[src/hdl/msd_consts.svh]
`ifndef MSD_CONSTS_SVH
`define MSD_CONSTS_SVH
// register byte addresses
`define MSD_ADDR_SET 8'h00
`define MSD_ADDR_MODE 8'h04
`define MSD_ADDR_SPA 8'h08
`define MSD_ADDR_SPB 8'h0C
`define MSD_ADDR_SPC 8'h10
`define MSD_ADDR_STAT 8'h14
// setting word fields
`define MSD_CON_LO 0
`define MSD_CON_HI 1
`define MSD_CON_SW 2
`define MSD_TTYPE 3
`define MSD_BRK_EN 4
`define MSD_GRACE_LO 5
`define MSD_GRACE_HI 7
`define MSD_FLASH_WP 8
`define MSD_DBG_LO 12
`define MSD_DBG_HI 13
`define MSD_DBG_SW 14
// reset values
`define MSD_SET_RST 16'h0000
`define MSD_MODE_RST 16'h0000
// mode word limits
`define MSD_MODE_LAST_RUN 16'h0001
`define MSD_MODE_LAST_DBG 16'h0003
`define MSD_MODE_PROG 16'h0004
// timing
`define MSD_CLK_HZ 20000000
`define MSD_GRACE_UNIT_US 100
`define MSD_GRACE_UNIT_CYC ((`MSD_CLK_HZ / 1000000) * `MSD_GRACE_UNIT_US)
`endif

[src/hdl/msd_pkg.sv]
`default_nettype none
package msd_pkg;
	typedef enum logic [1:0]
	{
		MSD_CH_NONE,
		MSD_SERIAL_CHANNEL_ONE,
		MSD_SERIAL_CHANNEL_TWO
	} msd_chan_t;
	typedef enum logic [1:0]
	{
		MSD_MODE_RUN,
		MSD_MODE_DEBUG,
		MSD_MODE_PROGRAM,
		MSD_MODE_NONE
	} msd_mode_t;
	typedef enum logic
	{
		MSD_TERMINAL_TYPE_FIRST,
		MSD_TERMINAL_TYPE_SECOND
	} msd_term_t;
	typedef enum logic
	{
		MSD_RST_IDLE,
		MSD_RST_WAIT
	} msd_rst_state_t;
	typedef struct packed {
		logic dbg_sw;
		logic con_sw;
		logic brk_en;
		msd_term_t term;
		logic flash_wp;
		logic rst_pend;
		logic sys_mode;
		logic cfg_err;
		msd_mode_t mode;
		msd_chan_t dbg_ch;
		msd_chan_t con_ch;
	} msd_cfg_t;
endpackage
`default_nettype wire

[src/hdl/msd_top.sv]
// The address map and the APB register port were decided locally.
`timescale 1ns/1ns
`default_nettype none
`include "msd_consts.svh"
module msd_top
(
	// clock and reset
	input wire logic clk_i,
	input wire logic rst_n_i,
	// apb slave
	input wire logic psel_i,
	input wire logic penable_i,
	input wire logic pwrite_i,
	input wire logic [7:0] paddr_i,
	input wire logic [31:0] pwdata_i,
	input wire logic [3:0] pstrb_i,
	output logic [31:0] prdata_o,
	output logic pready_o,
	output logic pslverr_o,
	// device events
	input wire logic reset_request_i,
	input wire logic break_key_i,
	input wire logic multitask_run_i,
	input wire logic flash_wr_req_i,
	// decoded state
	output var msd_pkg::msd_cfg_t cfg_o,
	output logic reset_op_o,
	output logic flash_wr_grant_o,
	output logic flash_wr_refused_o
);
	// ****************************************
	// declarations
	// ****************************************
	logic [15:0] set_q;
	logic [15:0] mode_q;
	logic [31:0] prdata_q;
	logic pready_q;
	logic pslverr_q;
	logic wr_en;
	logic setup;
	logic hit;
	logic [31:0] rd_data;
	msd_pkg::msd_cfg_t cfg_q;
	msd_pkg::msd_cfg_t dec;
	logic sys_mode_q;
	logic brk_take;
	logic req_prev_q;
	logic req_rise;
	msd_pkg::msd_rst_state_t rst_st_q;
	logic [15:0] cnt_q;
	logic [15:0] grace_load;
	logic reset_op_q;
	logic grant_q;
	logic refused_q;
	logic [15:0] wr_mask;

	// ****************************************
	// apb slave
	// ****************************************
	assign setup = psel_i && !penable_i;
	assign wr_en = psel_i && penable_i && pwrite_i && pready_q;
	assign wr_mask = {{8{pstrb_i[1]}}, {8{pstrb_i[0]}}};

	always_comb
	begin
		hit = 1'b1;
		rd_data = 32'h00000000;
		unique case (paddr_i)
			`MSD_ADDR_SET: rd_data = {16'h0000, set_q};
			`MSD_ADDR_MODE: rd_data = {16'h0000, mode_q};
			`MSD_ADDR_SPA,
			`MSD_ADDR_SPB,
			`MSD_ADDR_SPC: rd_data = 32'h00000000;
			`MSD_ADDR_STAT: rd_data = {18'h00000, cfg_q};
			default: hit = 1'b0;
		endcase
	end

	// zero wait state: answer in the access cycle, also while reset waits
	always_ff @(posedge clk_i or negedge rst_n_i)
	begin
		if (!rst_n_i)
		begin
			pready_q <= 1'b0;
			pslverr_q <= 1'b0;
			prdata_q <= 32'h00000000;
		end
		else
		begin
			pready_q <= setup;
			pslverr_q <= setup && !hit;
			if (setup)
			begin
				prdata_q <= pwrite_i ? 32'h00000000 : rd_data;
			end
		end
	end

	// switch word storage with byte strobes
	always_ff @(posedge clk_i or negedge rst_n_i)
	begin
		if (!rst_n_i)
		begin
			set_q <= `MSD_SET_RST;
			mode_q <= `MSD_MODE_RST;
		end
		else if (wr_en && !pslverr_q)
		begin
			if (paddr_i == `MSD_ADDR_SET)
			begin
				set_q <= set_q & ~wr_mask | pwdata_i[15:0] & wr_mask;
			end
			if (paddr_i == `MSD_ADDR_MODE)
			begin
				mode_q <= mode_q & ~wr_mask | pwdata_i[15:0] & wr_mask;
			end
		end
	end

	// ****************************************
	// setting decode
	// ****************************************
	function automatic msd_pkg::msd_chan_t chan_dec(input logic [1:0] f);
		msd_pkg::msd_chan_t c;
		unique case (f)
			2'h1: c = msd_pkg::MSD_SERIAL_CHANNEL_ONE;
			2'h2: c = msd_pkg::MSD_SERIAL_CHANNEL_TWO;
			default: c = msd_pkg::MSD_CH_NONE;
		endcase
		return c;
	endfunction

	always_comb
	begin
		dec = cfg_q;
		dec.con_ch = chan_dec(set_q[`MSD_CON_HI:`MSD_CON_LO]);
		dec.dbg_ch = chan_dec(set_q[`MSD_DBG_HI:`MSD_DBG_LO]);
		dec.con_sw = set_q[`MSD_CON_SW];
		dec.dbg_sw = set_q[`MSD_DBG_SW];
		dec.term = msd_pkg::msd_term_t'(set_q[`MSD_TTYPE]);
		dec.brk_en = set_q[`MSD_BRK_EN];
		dec.flash_wp = set_q[`MSD_FLASH_WP];
		if (mode_q <= `MSD_MODE_LAST_RUN)
		begin
			dec.mode = msd_pkg::MSD_MODE_RUN;
		end
		else if (mode_q <= `MSD_MODE_LAST_DBG)
		begin
			dec.mode = msd_pkg::MSD_MODE_DEBUG;
		end
		else if (mode_q == `MSD_MODE_PROG)
		begin
			dec.mode = msd_pkg::MSD_MODE_PROGRAM;
		end
		else
		begin
			dec.mode = msd_pkg::MSD_MODE_NONE;
		end
		dec.cfg_err = (set_q[`MSD_CON_HI:`MSD_CON_LO] == 2'h3)
			|| (set_q[`MSD_DBG_HI:`MSD_DBG_LO] == 2'h3)
			|| (mode_q > `MSD_MODE_PROG);
		dec.sys_mode = sys_mode_q;
		dec.rst_pend = (rst_st_q == msd_pkg::MSD_RST_WAIT);
	end

	always_ff @(posedge clk_i or negedge rst_n_i)
	begin
		if (!rst_n_i)
		begin
			cfg_q <= '0;
		end
		else
		begin
			cfg_q <= dec;
		end
	end

	// ****************************************
	// break key handling
	// ****************************************
	assign brk_take = break_key_i && dec.brk_en && multitask_run_i
		&& (dec.mode == msd_pkg::MSD_MODE_RUN) && !dec.cfg_err;

	// a break in the same cycle as the reset start wins
	always_ff @(posedge clk_i or negedge rst_n_i)
	begin
		if (!rst_n_i)
		begin
			sys_mode_q <= 1'b0;
		end
		else if (brk_take)
		begin
			sys_mode_q <= 1'b1;
		end
		else if (reset_op_q)
		begin
			sys_mode_q <= 1'b0;
		end
	end

	// ****************************************
	// reset request grace interval
	// ****************************************
	assign req_rise = reset_request_i && !req_prev_q;
	assign grace_load = 16'(set_q[`MSD_GRACE_HI:`MSD_GRACE_LO]
		* `MSD_GRACE_UNIT_CYC);

	always_ff @(posedge clk_i or negedge rst_n_i)
	begin
		if (!rst_n_i)
		begin
			req_prev_q <= 1'b0;
			rst_st_q <= msd_pkg::MSD_RST_IDLE;
			cnt_q <= 16'h0000;
			reset_op_q <= 1'b0;
		end
		else
		begin
			req_prev_q <= reset_request_i;
			reset_op_q <= 1'b0;
			unique case (rst_st_q)
				msd_pkg::MSD_RST_IDLE:
				begin
					if (req_rise)
					begin
						rst_st_q <= msd_pkg::MSD_RST_WAIT;
						cnt_q <= grace_load;
					end
				end
				msd_pkg::MSD_RST_WAIT:
				begin
					if (cnt_q == 16'h0000)
					begin
						reset_op_q <= 1'b1;
						rst_st_q <= msd_pkg::MSD_RST_IDLE;
					end
					else
					begin
						cnt_q <= cnt_q - 16'h0001;
					end
				end
			endcase
		end
	end

	// ****************************************
	// flash write protection
	// ****************************************
	always_ff @(posedge clk_i or negedge rst_n_i)
	begin
		if (!rst_n_i)
		begin
			grant_q <= 1'b0;
			refused_q <= 1'b0;
		end
		else
		begin
			grant_q <= flash_wr_req_i && !dec.flash_wp;
			refused_q <= flash_wr_req_i && dec.flash_wp;
		end
	end

	// ****************************************
	// outputs
	// ****************************************
	assign prdata_o = prdata_q;
	assign pready_o = pready_q;
	assign pslverr_o = pslverr_q;
	assign cfg_o = cfg_q;
	assign reset_op_o = reset_op_q;
	assign flash_wr_grant_o = grant_q;
	assign flash_wr_refused_o = refused_q;
endmodule
`default_nettype wire

[config.mk]
export PLATFORM = sky130hd
export DESIGN_NAME = msd_top
export DESIGN_NICKNAME = d
export VERILOG_FILES = /design/src/hdl/msd_pkg.sv /design/src/hdl/msd_top.sv
export VERILOG_INCLUDE_DIRS = /design/src /design/src/hdl
export SDC_FILE = /design/constraint.sdc
export NUM_CORES = 1
export LEC_CHECK = 0
export BUFFER_PORTS_ARGS = -buffer_cell sky130_fd_sc_hd__buf_2
export CORE_AREA = 4 4 110 112
export CTS_CLUSTER_SIZE = 14
export DETAILED_ROUTE_END_ITERATION = 7
export DIE_AREA = 0 0 114 116
export GPL_TIMING_DRIVEN = 1
export SLEW_MARGIN = 0
export SYNTH_ARGS = -nofsm -noshare
export SYNTH_HDL_FRONTEND = slang
export SYNTH_SLANG_ARGS = --single-unit
export TNS_END_PERCENT = 20
[constraint.sdc]
create_clock -name clk_i -period 3.2 [get_ports clk_i]
set_input_delay 0.48 -clock clk_i [delete_from_list [all_inputs] [get_ports clk_i]]
set_output_delay 0.48 -clock clk_i [all_outputs]
set_load 0.02 [all_outputs]
==> impl_metrics.csv, run 1 <==
group,metric,value,unit
logic_synthesis,synth-async-reset-ratio,1.000,
placed_design,gp_congestion,0.8015,
route,drtIter0Drc,264,
clock_network,tritoncts,"yes",
critical_path,worst_setup_path_end_kind,"flip-flop",
grt,antenna_found_initial,0,
die,dieArea,13220,sq um
critical_path,crit_path_end,"cnt_q[11]",
logic_synthesis,avgSynthCellArea,11.62,sq um
cells_and_area,antennaDiodeCount,0,
sta,final_max_slew_viol_count,0,
critical_path,crit_chain,"fa_1, fa_1, fa_1, xor2_1, nor2_1, a21oi_1, a32o_1",
logic_synthesis,synth_edf_count,0,
critical_path,cp_common_cell,"fa_1",
critical_path,slowest_stage,"fa_1",
critical_path,worstPathRequired,3.42,ns
critical_path,r2r_end,"cnt_q[11]",
sta,tns,0,ns
route,drc_errors,0,
clock_network,postCtsSetupBuffers,0,
sta,fmax,381.4,MHz
logic_synthesis,synthTopCellsByArea,"dfrtp_1, mux2_2, a221o_1, buf_4, a22oi_1",
logic_synthesis,yosysSeqAreaShare,0.4951,
clock_network,post_cts_resize_count,0,
sta,finClkSkew,0.006401,ns
die,pin_count,104,
run_status,status,"completed",
clock_network,holdBufCountCts,0,
power,total_leakage_power,2.505,nW
die,chipHeight,116,um
cells_and_area,area_delta_synth_final,16.09,%
logic_synthesis,synth_ff_type,"dfrtp_1",
die,num_rows,39,
grt,first_global_vias,3156,
critical_path,crit_type,"flip-flop to flip-flop",
clock_network,cts_buffer_depth,2,
critical_path,crit_path_max_incr_delay,0.62,ns
job,maxCapViolCount,0,
sta,period_share,0.8194,
route,ant_nets,0,
logic_synthesis,ys_warn_count,0,
sta,period_needed,2.622,ns
critical_path,r2r_slack,0.58,ns
logic_synthesis,synth.top_cells.by_count,"dfrtp_1, mux2_2, a221o_1, buf_4, nor2_1",
placed_design,dp.cells,569,
cells_and_area,fill_cells,1096,
clock_network,numCtsBuffers,9,
logic_synthesis,synth_top_area_share,0.4951,
critical_path,path_depth,7,
grt,overflow,0,
cells_and_area,final_net_count,503,
die,core_area,11220,sq um
power,ir_worst_vdd,0.2094,mV
route,viasPerCell,5.491,
critical_path,ff2ff_path_depth,7,
logic_synthesis,synth_area,4347,sq um
placed_design,dp_hpwl,7.593,mm
grt,grt_pass1_wl,16.92,mm
critical_path,path_buf_inv,0,
critical_path,crit_family,"adder cells",
logic_synthesis,synth.distinct_cells,58,
critical_path,worstPathArrival,2.85,ns
clock_network,clk_pin_slew,0.06,ns
cells_and_area,utilization,0.4496,
die,start_util,0.3873,
power,p_per_area,526.2,nW/um^2
route,drt-total-wl,10.50,mm
sta,setup_viol,0,
sta,max-slew-margin-rel,0.3666,
die,die_w,114,um
critical_path,worstPathMaxFanout,7,
grt,grt_max_degree,52,
route,vias,3212,
placed_design,portBuffers,69,
logic_synthesis,ys_ff_latch,86,
logic_synthesis,synthCells,374,
critical_path,startpoint_type,"flip-flop",
sta,rsz0062_at_grt,"no",
clock_network,clock_latency,0.34,ns
clock_network,clock-sinks,86,
route,drt-pass1-iter-count,4,
logic_synthesis,yosysMostFrequentCell,"dfrtp_1",
clock_network,cts_root_buf,"clkbuf_16",
clock_network,cts_htree_levels,3,
route,wire_per_inst,17.95,um
cells_and_area,instances_no_fill,585,
grt,grtUsageTotal,0.1636,
cells_and_area,drive_above_1_share,0.3190,
worst_hold_path,worstHoldPathType,"primary input to asynchronous set/reset pin",
logic_synthesis,yosys.area.top_type,"dfrtp_1",
sta,hold_violations,0,
sta,worst_pin_slew,0.9496,ns
-- layout by cell type (no fill, tap or decap), types with 4 or more instances in the layout --
master	count
a31oi_1	7
a311oi_1	4
dfrtp_1	86
nor2_1	16
buf_2	68
a22oi_1	15
conb_1	16
inv_1	13
nor2b_1	6
a211oi_1	4
nand2_1	10
clkbuf_16	9
ha_1	9
o21ai_0	12
a221o_1	16
nor3_1	11
a21oi_1	8
and3_1	7
buf_4	5
fa_1	4
nand4_1	6
mux2_2	32
nor3_2	10
nor3b_1	4
-- stage by stage --
| stage | hold WS [ns] | total power [mW] | setup WS, ns | instance area (sq um) |
|---|---|---|---|---|
| 2_1_floorplan | 0.1844 | 1.560 | 0.7001 | 4403 |
| 3_3_place_gp | 0.3612 | 1.654 | 0.5907 | 4760 |
| 3_5_place_dp | 0.3647 | 1.672 | 0.5718 | 4760 |
| 4_1_cts | 0.1187 | 2.687 | 0.5652 | 5046 |
| 5_1_grt | 0.1441 | 2.804 | 0.4539 | 5046 |
| 6_report | 0.1020 | 2.655 | 0.5778 | 5046 |
-- power by group --
part           leakage [nW]  internal, mW  switching, mW
Clock                 0.139         0.572          0.428
Combinational          1.21         0.158          0.214
Sequential             1.15          1.17          0.114
-- layout make-up --
class | instances | area [sq um] | share of cell area
Tap cell | 143 | 178.9 | 0.03546
Sequential cell | 86 | 2152 | 0.4265
Clock buffer | 12 | 256.5 | 0.05083
Timing Repair Buffer | 74 | 397.9 | 0.07885
Inverter | 13 | 48.80 | 0.009670
Multi-Input combinational cell | 253 | 1982 | 0.3928
Clock inverter | 4 | 30.03 | 0.005951
-- worst register-to-register path, delay by kind of cell, from the launching register on --
family,cells,cell delay (ns)
fa+ha+maj,3,1.51
simple gates,1,0.09
flops,1,0.48
compound gates,2,0.26
xor+xnor,1,0.17
-- how the worst min path moves through the flow --
stage / depth (start not counted) / slack (ns) / to / startpoint
finish: 1 / 0.10 / cnt_q[0] / rst_n_i
global route: 1 / 0.14 / cnt_q[2] / rst_n_i
CTS: 1 / 0.12 / cnt_q[2] / rst_n_i
detailed placement: 0 / 0.36 / cfg_o[7] / sys_mode_q
global placement: 0 / 0.36 / cfg_o[7] / sys_mode_q
floorplan: 0 / 0.18 / asynchronous set/reset pin / rst_n_i
-- cell families (layout without fill, tap and decap cells) --
family	count (synthesis)	count (layout)	synth area share
buffers and inverters	50	103	0.06189
AO/OA/AOI/OAI	80	80	0.1396
flip-flops	86	86	0.4951
AND/OR/NAND/NOR	106	106	0.1623
other	1	16	0.0008627
XOR/XNOR	3	3	0.006046
multiplexers	35	35	0.08981
adder cells (fa/ha/maj)	13	13	0.04433
-- per-layer routing --
layer  global-route usage  part of all wire  vias to the layer above
met1               0.2323              0.47                     1607
li1                     -                 -                     1497
met5                    0                 0                        -
met3              0.02454             0.046                       15
met4              0.07047             0.021                        0
met2               0.2498              0.47                       93
Power figures use the tool's default switching activity.
==> run 2: changes to the inputs <==
==> constraint.sdc (replaced) <==
create_clock -name clk_i -period 2.5 [get_ports clk_i]
set_input_delay 0.375 -clock clk_i [delete_from_list [all_inputs] [get_ports clk_i]]
set_output_delay 0.375 -clock clk_i [all_outputs]
set_load 0.02 [all_outputs]
==> impl_metrics.csv, run 2 (synthesis gave the netlist of run 1 again) <==
group,metric,value,unit
critical_path,crit_type,"flip-flop to flip-flop",
clock_network,tritoncts,"yes",
clock_network,clk_pin_slew,0.06,ns
critical_path,r2r_slack,0.11,ns
route,vias,3287,
grt,grtUsageTotal,0.1664,
clock_network,cts_htree_levels,3,
clock_network,clock_latency,0.33,ns
critical_path,slowest_stage,"fa_1",
critical_path,worst_setup_path_end_kind,"flip-flop",
sta,final_max_slew_viol_count,0,
sta,max-slew-margin-rel,0.4655,
run_status,status,"finished with violations",
die,core_area,11220,sq um
cells_and_area,layout_commonest_cell,"dfrtp_1",
run_status,violations,"negative hold slack",
power,p_comb_frac,0.137,
die,pin_count,104,
power,swShare,0.2685,
power,power_frac_seq,0.454,
route,wire_per_inst,17.71,um
sta,rsz0062_at_grt,"no",
power,switching_power,0.9707,mW
critical_path,worstPathArrival,2.61,ns
placed_design,gp_congestion,0.8205,
power,p_per_area,696.2,nW/um^2
die,start_util,0.3873,
cells_and_area,utilization,0.4628,
clock_network,numCtsBuffers,9,
sta,setup_viol,0,
placed_design,pre_cts_ws,0.07524,ns
cells_and_area,area_delta_synth_final,19.49,%
critical_path,crit_chain,"fa_1, fa_2, fa_1, xor2_1, nor2_1, a21oi_1, a32o_1",
die,die_w,114,um
die,num_rows,39,
die,chipHeight,116,um
cells_and_area,final_net_count,516,
critical_path,r2r_end,"cnt_q[11]",
sta,worst_pin_slew,0.8018,ns
clock_network,cts_buffer_depth,2,
sta,final.setup.worst_slack,0.1085,ns
cells_and_area,antennaDiodeCount,0,
route,drt-total-wl,10.59,mm
power,intPower,2.645,mW
route,viasPerCell,5.497,
grt,grt_pass1_wl,17.28,mm
critical_path,startpoint_type,"flip-flop",
sta,fmax,418.2,MHz
cells_and_area,layout_common_cells,"dfrtp_1, buf_2, mux2_2, buf_4",
die,dieArea,13220,sq um
critical_path,worstPathMaxFanout,4,
route,drc_errors,0,
grt,antenna_found_initial,0,
grt,overflow,0,
sta,whs,-0.007365,ns
critical_path,cp_common_cell,"fa_1",
clock_network,cts_root_buf,"clkbuf_16",
route,drtIter0Drc,255,
sta,period_share,0.9566,
critical_path,worstPathRequired,2.72,ns
grt,first_global_vias,3244,
clock_network,clock-sinks,86,
sta,period_needed,2.391,ns
critical_path,ff2ff_path_depth,7,
placed_design,dp_hpwl,7.714,mm
worst_hold_path,worstHoldPathType,"primary input to asynchronous set/reset pin",
grt,grt_max_degree,53,
route,drt-pass1-iter-count,4,
cells_and_area,drive_above_1_share,0.3407,
sta,hold_violations,6,
job,maxCapViolCount,0,
power,ir_worst_vdd,0.3132,mV
placed_design,portBuffers,69,
route,ant_nets,0,
sta,finClkSkew,0.008061,ns
power,total_leakage_power,2.592,nW
power,power.total,3.616,mW
sta,tns,0,ns
power,power_frac_clock,0.409,
critical_path,crit_path_max_incr_delay,0.55,ns
[run 2: cell types whose count changed in the layout (fill, tap and decap cells not counted), sizes merged]
cell / delta
clkinv: -1
buf: +13
clkinvlp: -1
bufinv: +2
[run 2: through the flow]
stage | cells | instance area, sq um | hold slack, ns
after detailed placement | 582 | 4857 | 0.3634
after global placement | 582 | 4857 | 0.3602
after CTS | 598 | 5191 | 0.009660
after global routing | 598 | 5194 | 0.03134
final | 598 | 5194 | -0.007365
after floorplan | 389 | 4403 | 0.07941
[run 2: routing by layer]
layer	GRT usage	wire (um)	up-vias
li1	-	-	1533
met1	0.2413	4883	1645
met2	0.2502	4910	96
met3	0.02454	597	13
met4	0.06809	202	0
met5	0	0	-
[run 2: worst max-delay path by stage]
stage | end | slack (ns) | cells past startpoint
6_report | cnt_q[11] | 0.11 | 7
5_1_grt | cnt_q[11] | 0.03 | 7
4_1_cts | cnt_q[11] | 0.07 | 7
3_5_place_dp | cnt_q[11] | 0.08 | 7
3_3_place_gp | cnt_q[11] | 0.08 | 7
2_1_floorplan | cnt_q[11] | 0.00005 | 7
[run 2: what timing repair did]
action / CTS / global route
endpoints found under the setup margin: 0 / 1
hold buffers: 0 / 0
endpoints found under the hold margin: 0 / 0
buffers inserted: 0 / 0
gates resized for setup: 0 / 1
[run 2: power groups by stage]
stage / sequential, mW / combinational, mW / clock (mW)
final: 1.64 / 0.495 / 1.48
after global routing: 1.66 / 0.563 / 1.58
after CTS: 1.64 / 0.498 / 1.52
after detailed placement: 1.66 / 0.495 / 0
after global placement: 1.66 / 0.468 / 0
after floorplan: 1.62 / 0.375 / 0
[run 2: cell type report]
| type | count | area, sq um |
|---|---|---|
| Timing Repair Buffer | 87 | 495.5 |
| Clock inverter | 4 | 77.57 |
| Clock buffer | 12 | 256.5 |
| Sequential cell | 86 | 2152 |
| Multi-Input combinational cell | 253 | 1984 |
| Tap cell | 143 | 178.9 |
| Fill cell | 1064 | 6030 |
| Inverter | 13 | 48.80 |
[run 2: worst max-delay path, delay by kind of cell (launching register included)]
kind                     cells  cell delay [ns]
flip-flops                   1             0.43
AND/OR/NAND/NOR              1             0.09
AO/OA/AOI/OAI                2             0.25
XOR/XNOR                     1             0.17
adder cells (fa/ha/maj)      3             1.35
==> run 3: changes to the inputs <==
==> constraint.sdc (replaced) <==
create_clock -name clk_i -period 2.5 [get_ports clk_i]
set_input_delay 0.5 -clock clk_i [delete_from_list [all_inputs] [get_ports clk_i]]
set_output_delay 0.5 -clock clk_i [all_outputs]
set_load 0.02 [all_outputs]
==> impl_metrics.csv, run 3 (synthesis gave the netlist of run 1 again) <==
group,metric,value,unit
worst_hold_path,worstHoldPathType,"primary input to asynchronous set/reset pin",
grt,grtUsageMet2,0.2408,
sta,period_share,0.9489,
sta,final_max_slew_viol_count,0,
grt,first_global_vias,3071,
clock_network,cts_buffer_depth,2,
clock_network,tritoncts,"yes",
grt,grtUsageTotal,0.1632,
sta,max-slew-margin-rel,0.4588,
cells_and_area,area_delta_synth_final,19.92,%
power,ir_worst_vdd,0.2895,mV
grt,grt_max_degree,44,
grt,use_met3,0.03708,
route,ant_nets,0,
route,drc_errors,0,
route,viasPerCell,5.407,
grt,grt_use_met1,0.2392,
cells_and_area,layout_commonest_cell,"dfrtp_1",
cells_and_area,instances_no_fill,604,
placed_design,pre_cts_ws,0.04519,ns
die,die_w,114,um
placed_design,gp_congestion,0.8347,
cells_and_area,final_net_count,523,
clock_network,cts_root_buf,"clkbuf_16",
power,p_per_area,667.9,nW/um^2
grt,overflow,0,
sta,period_needed,2.372,ns
clock_network,holdBufCountCts,0,
sta,rsz0062_at_grt,"no",
clock_network,clock_latency,0.34,ns
route,drt-pass1-iter-count,5,
sta,hold_violations,0,
job,maxCapViolCount,0,
die,core_area,11220,sq um
sta,setup_viol,0,
die,num_rows,39,
cells_and_area,antennaDiodeCount,0,
die,dieArea,13220,sq um
power,power.total,3.481,mW
run_status,status,"completed",
cells_and_area,fill_cells,1046,
die,start_util,0.3873,
sta,fmax,421.5,MHz
sta,final.setup.worst_slack,0.1278,ns
placed_design,dp_hpwl,7.720,mm
critical_path,startpoint_type,"flip-flop",
placed_design,dp.cells,586,
cells_and_area,utilization,0.4644,
clock_network,cts_htree_levels,3,
cells_and_area,drive_above_1_share,0.3557,
grt,grt_pass1_wl,16.78,mm
sta,worst_pin_slew,0.8118,ns
sta,tns,0,ns
clock_network,clk_pin_slew,0.06,ns
die,chipHeight,116,um
placed_design,portBuffers,69,
critical_path,worstPathMaxFanout,5,
power,total_leakage_power,2.606,nW
critical_path,worstPathArrival,2.60,ns
clock_network,clock-sinks,86,
route,drtIter0Drc,254,
sta,finClkSkew,0.01063,ns
cells_and_area,layout_common_cells,"dfrtp_1, buf_2, mux2_2, buf_4",
clock_network,numCtsBuffers,9,
critical_path,worstPathRequired,2.73,ns
route,vias,3266,
grt,busiest_layer,"met2",
route,wire_per_inst,17.54,um
critical_path,crit_type,"flip-flop to flip-flop",
route,drt-total-wl,10.60,mm
die,pin_count,104,
grt,antenna_found_initial,0,
critical_path,worst_setup_path_end_kind,"flip-flop",
-- run 3: cell types whose count changed in the layout (fill, tap and decap cells not counted), sizes merged --
cell      delta
buf          +7
clkbuf       -3
bufinv       -1
clkinv       +1
clkinvlp     +1
inv          +1
-- run 3: power by group --
group / internal (mW) / total (mW) / switching [mW]
logic: 0.213 / 0.488 / 0.275
clock network: 0.779 / 1.35 / 0.573
registers: 1.50 / 1.64 / 0.144
-- run 3: final timing paths --
| check | start | endpoint | cells past startpoint | slack [ns] |
|---|---|---|---|---|
| worst max register to register | flip-flop | cnt_q[11] | 8 | 0.13 |
| worst min register to register | sys_mode_q | cfg_o[7] | 0 | 0.38 |
| worst max-delay path | flip-flop | cnt_q[11] | 8 | 0.13 |
| worst min-delay path | rst_n_i | cnt_q[14] | 1 | 0.16 |
| min in group clk_i | reset_request_i | req_prev_q | 1 | 0.31 |
| max in group asynchronous | rst_n_i | sys_mode_q | 2 | 1.78 |
-- run 3: metal layers --
metal,vias up,wire (um)
met3,12,661
met1,1603,4847
met4,0,133
met2,108,4954
li1,1543,-
met5,-,0
-- run 3: stage by stage --
stage / hold slack, ns / instance area [sq um]
floorplan: 0.2044 / 4403
global placement: 0.3656 / 4887
detailed placement: 0.3695 / 4887
CTS: 0.1722 / 5184
global route: 0.1949 / 5213
finish: 0.1590 / 5213
-- run 3: worst max-delay path, cell delays in order, from the launching register on --
cell and delay (ns):
dfrtp_2 0.45, ha_1 0.30, ha_2 0.21, fa_2 0.40, fa_1 0.38, xor2_1 0.17, nor2_1 0.11, a21oi_1 0.05
a32o_1 0.20
-- run 3: timing repair --
action,4_1_cts,5_1_grt
endpoints found under the setup margin,0,1
setup buffers,0,3
resized for setup,0,3
-- run 3: layout make-up --
class / instances / area [sq um] / share of cell area
Clock buffer: 9 / 225.2 / 0.04321
Sequential cell: 86 / 2153 / 0.4131
Clock inverter: 6 / 71.32 / 0.01368
Inverter: 13 / 48.80 / 0.009361
Timing Repair Buffer: 94 / 548.0 / 0.1051
Multi-Input combinational cell: 253 / 1987 / 0.3812
Tap cell: 143 / 178.9 / 0.03433
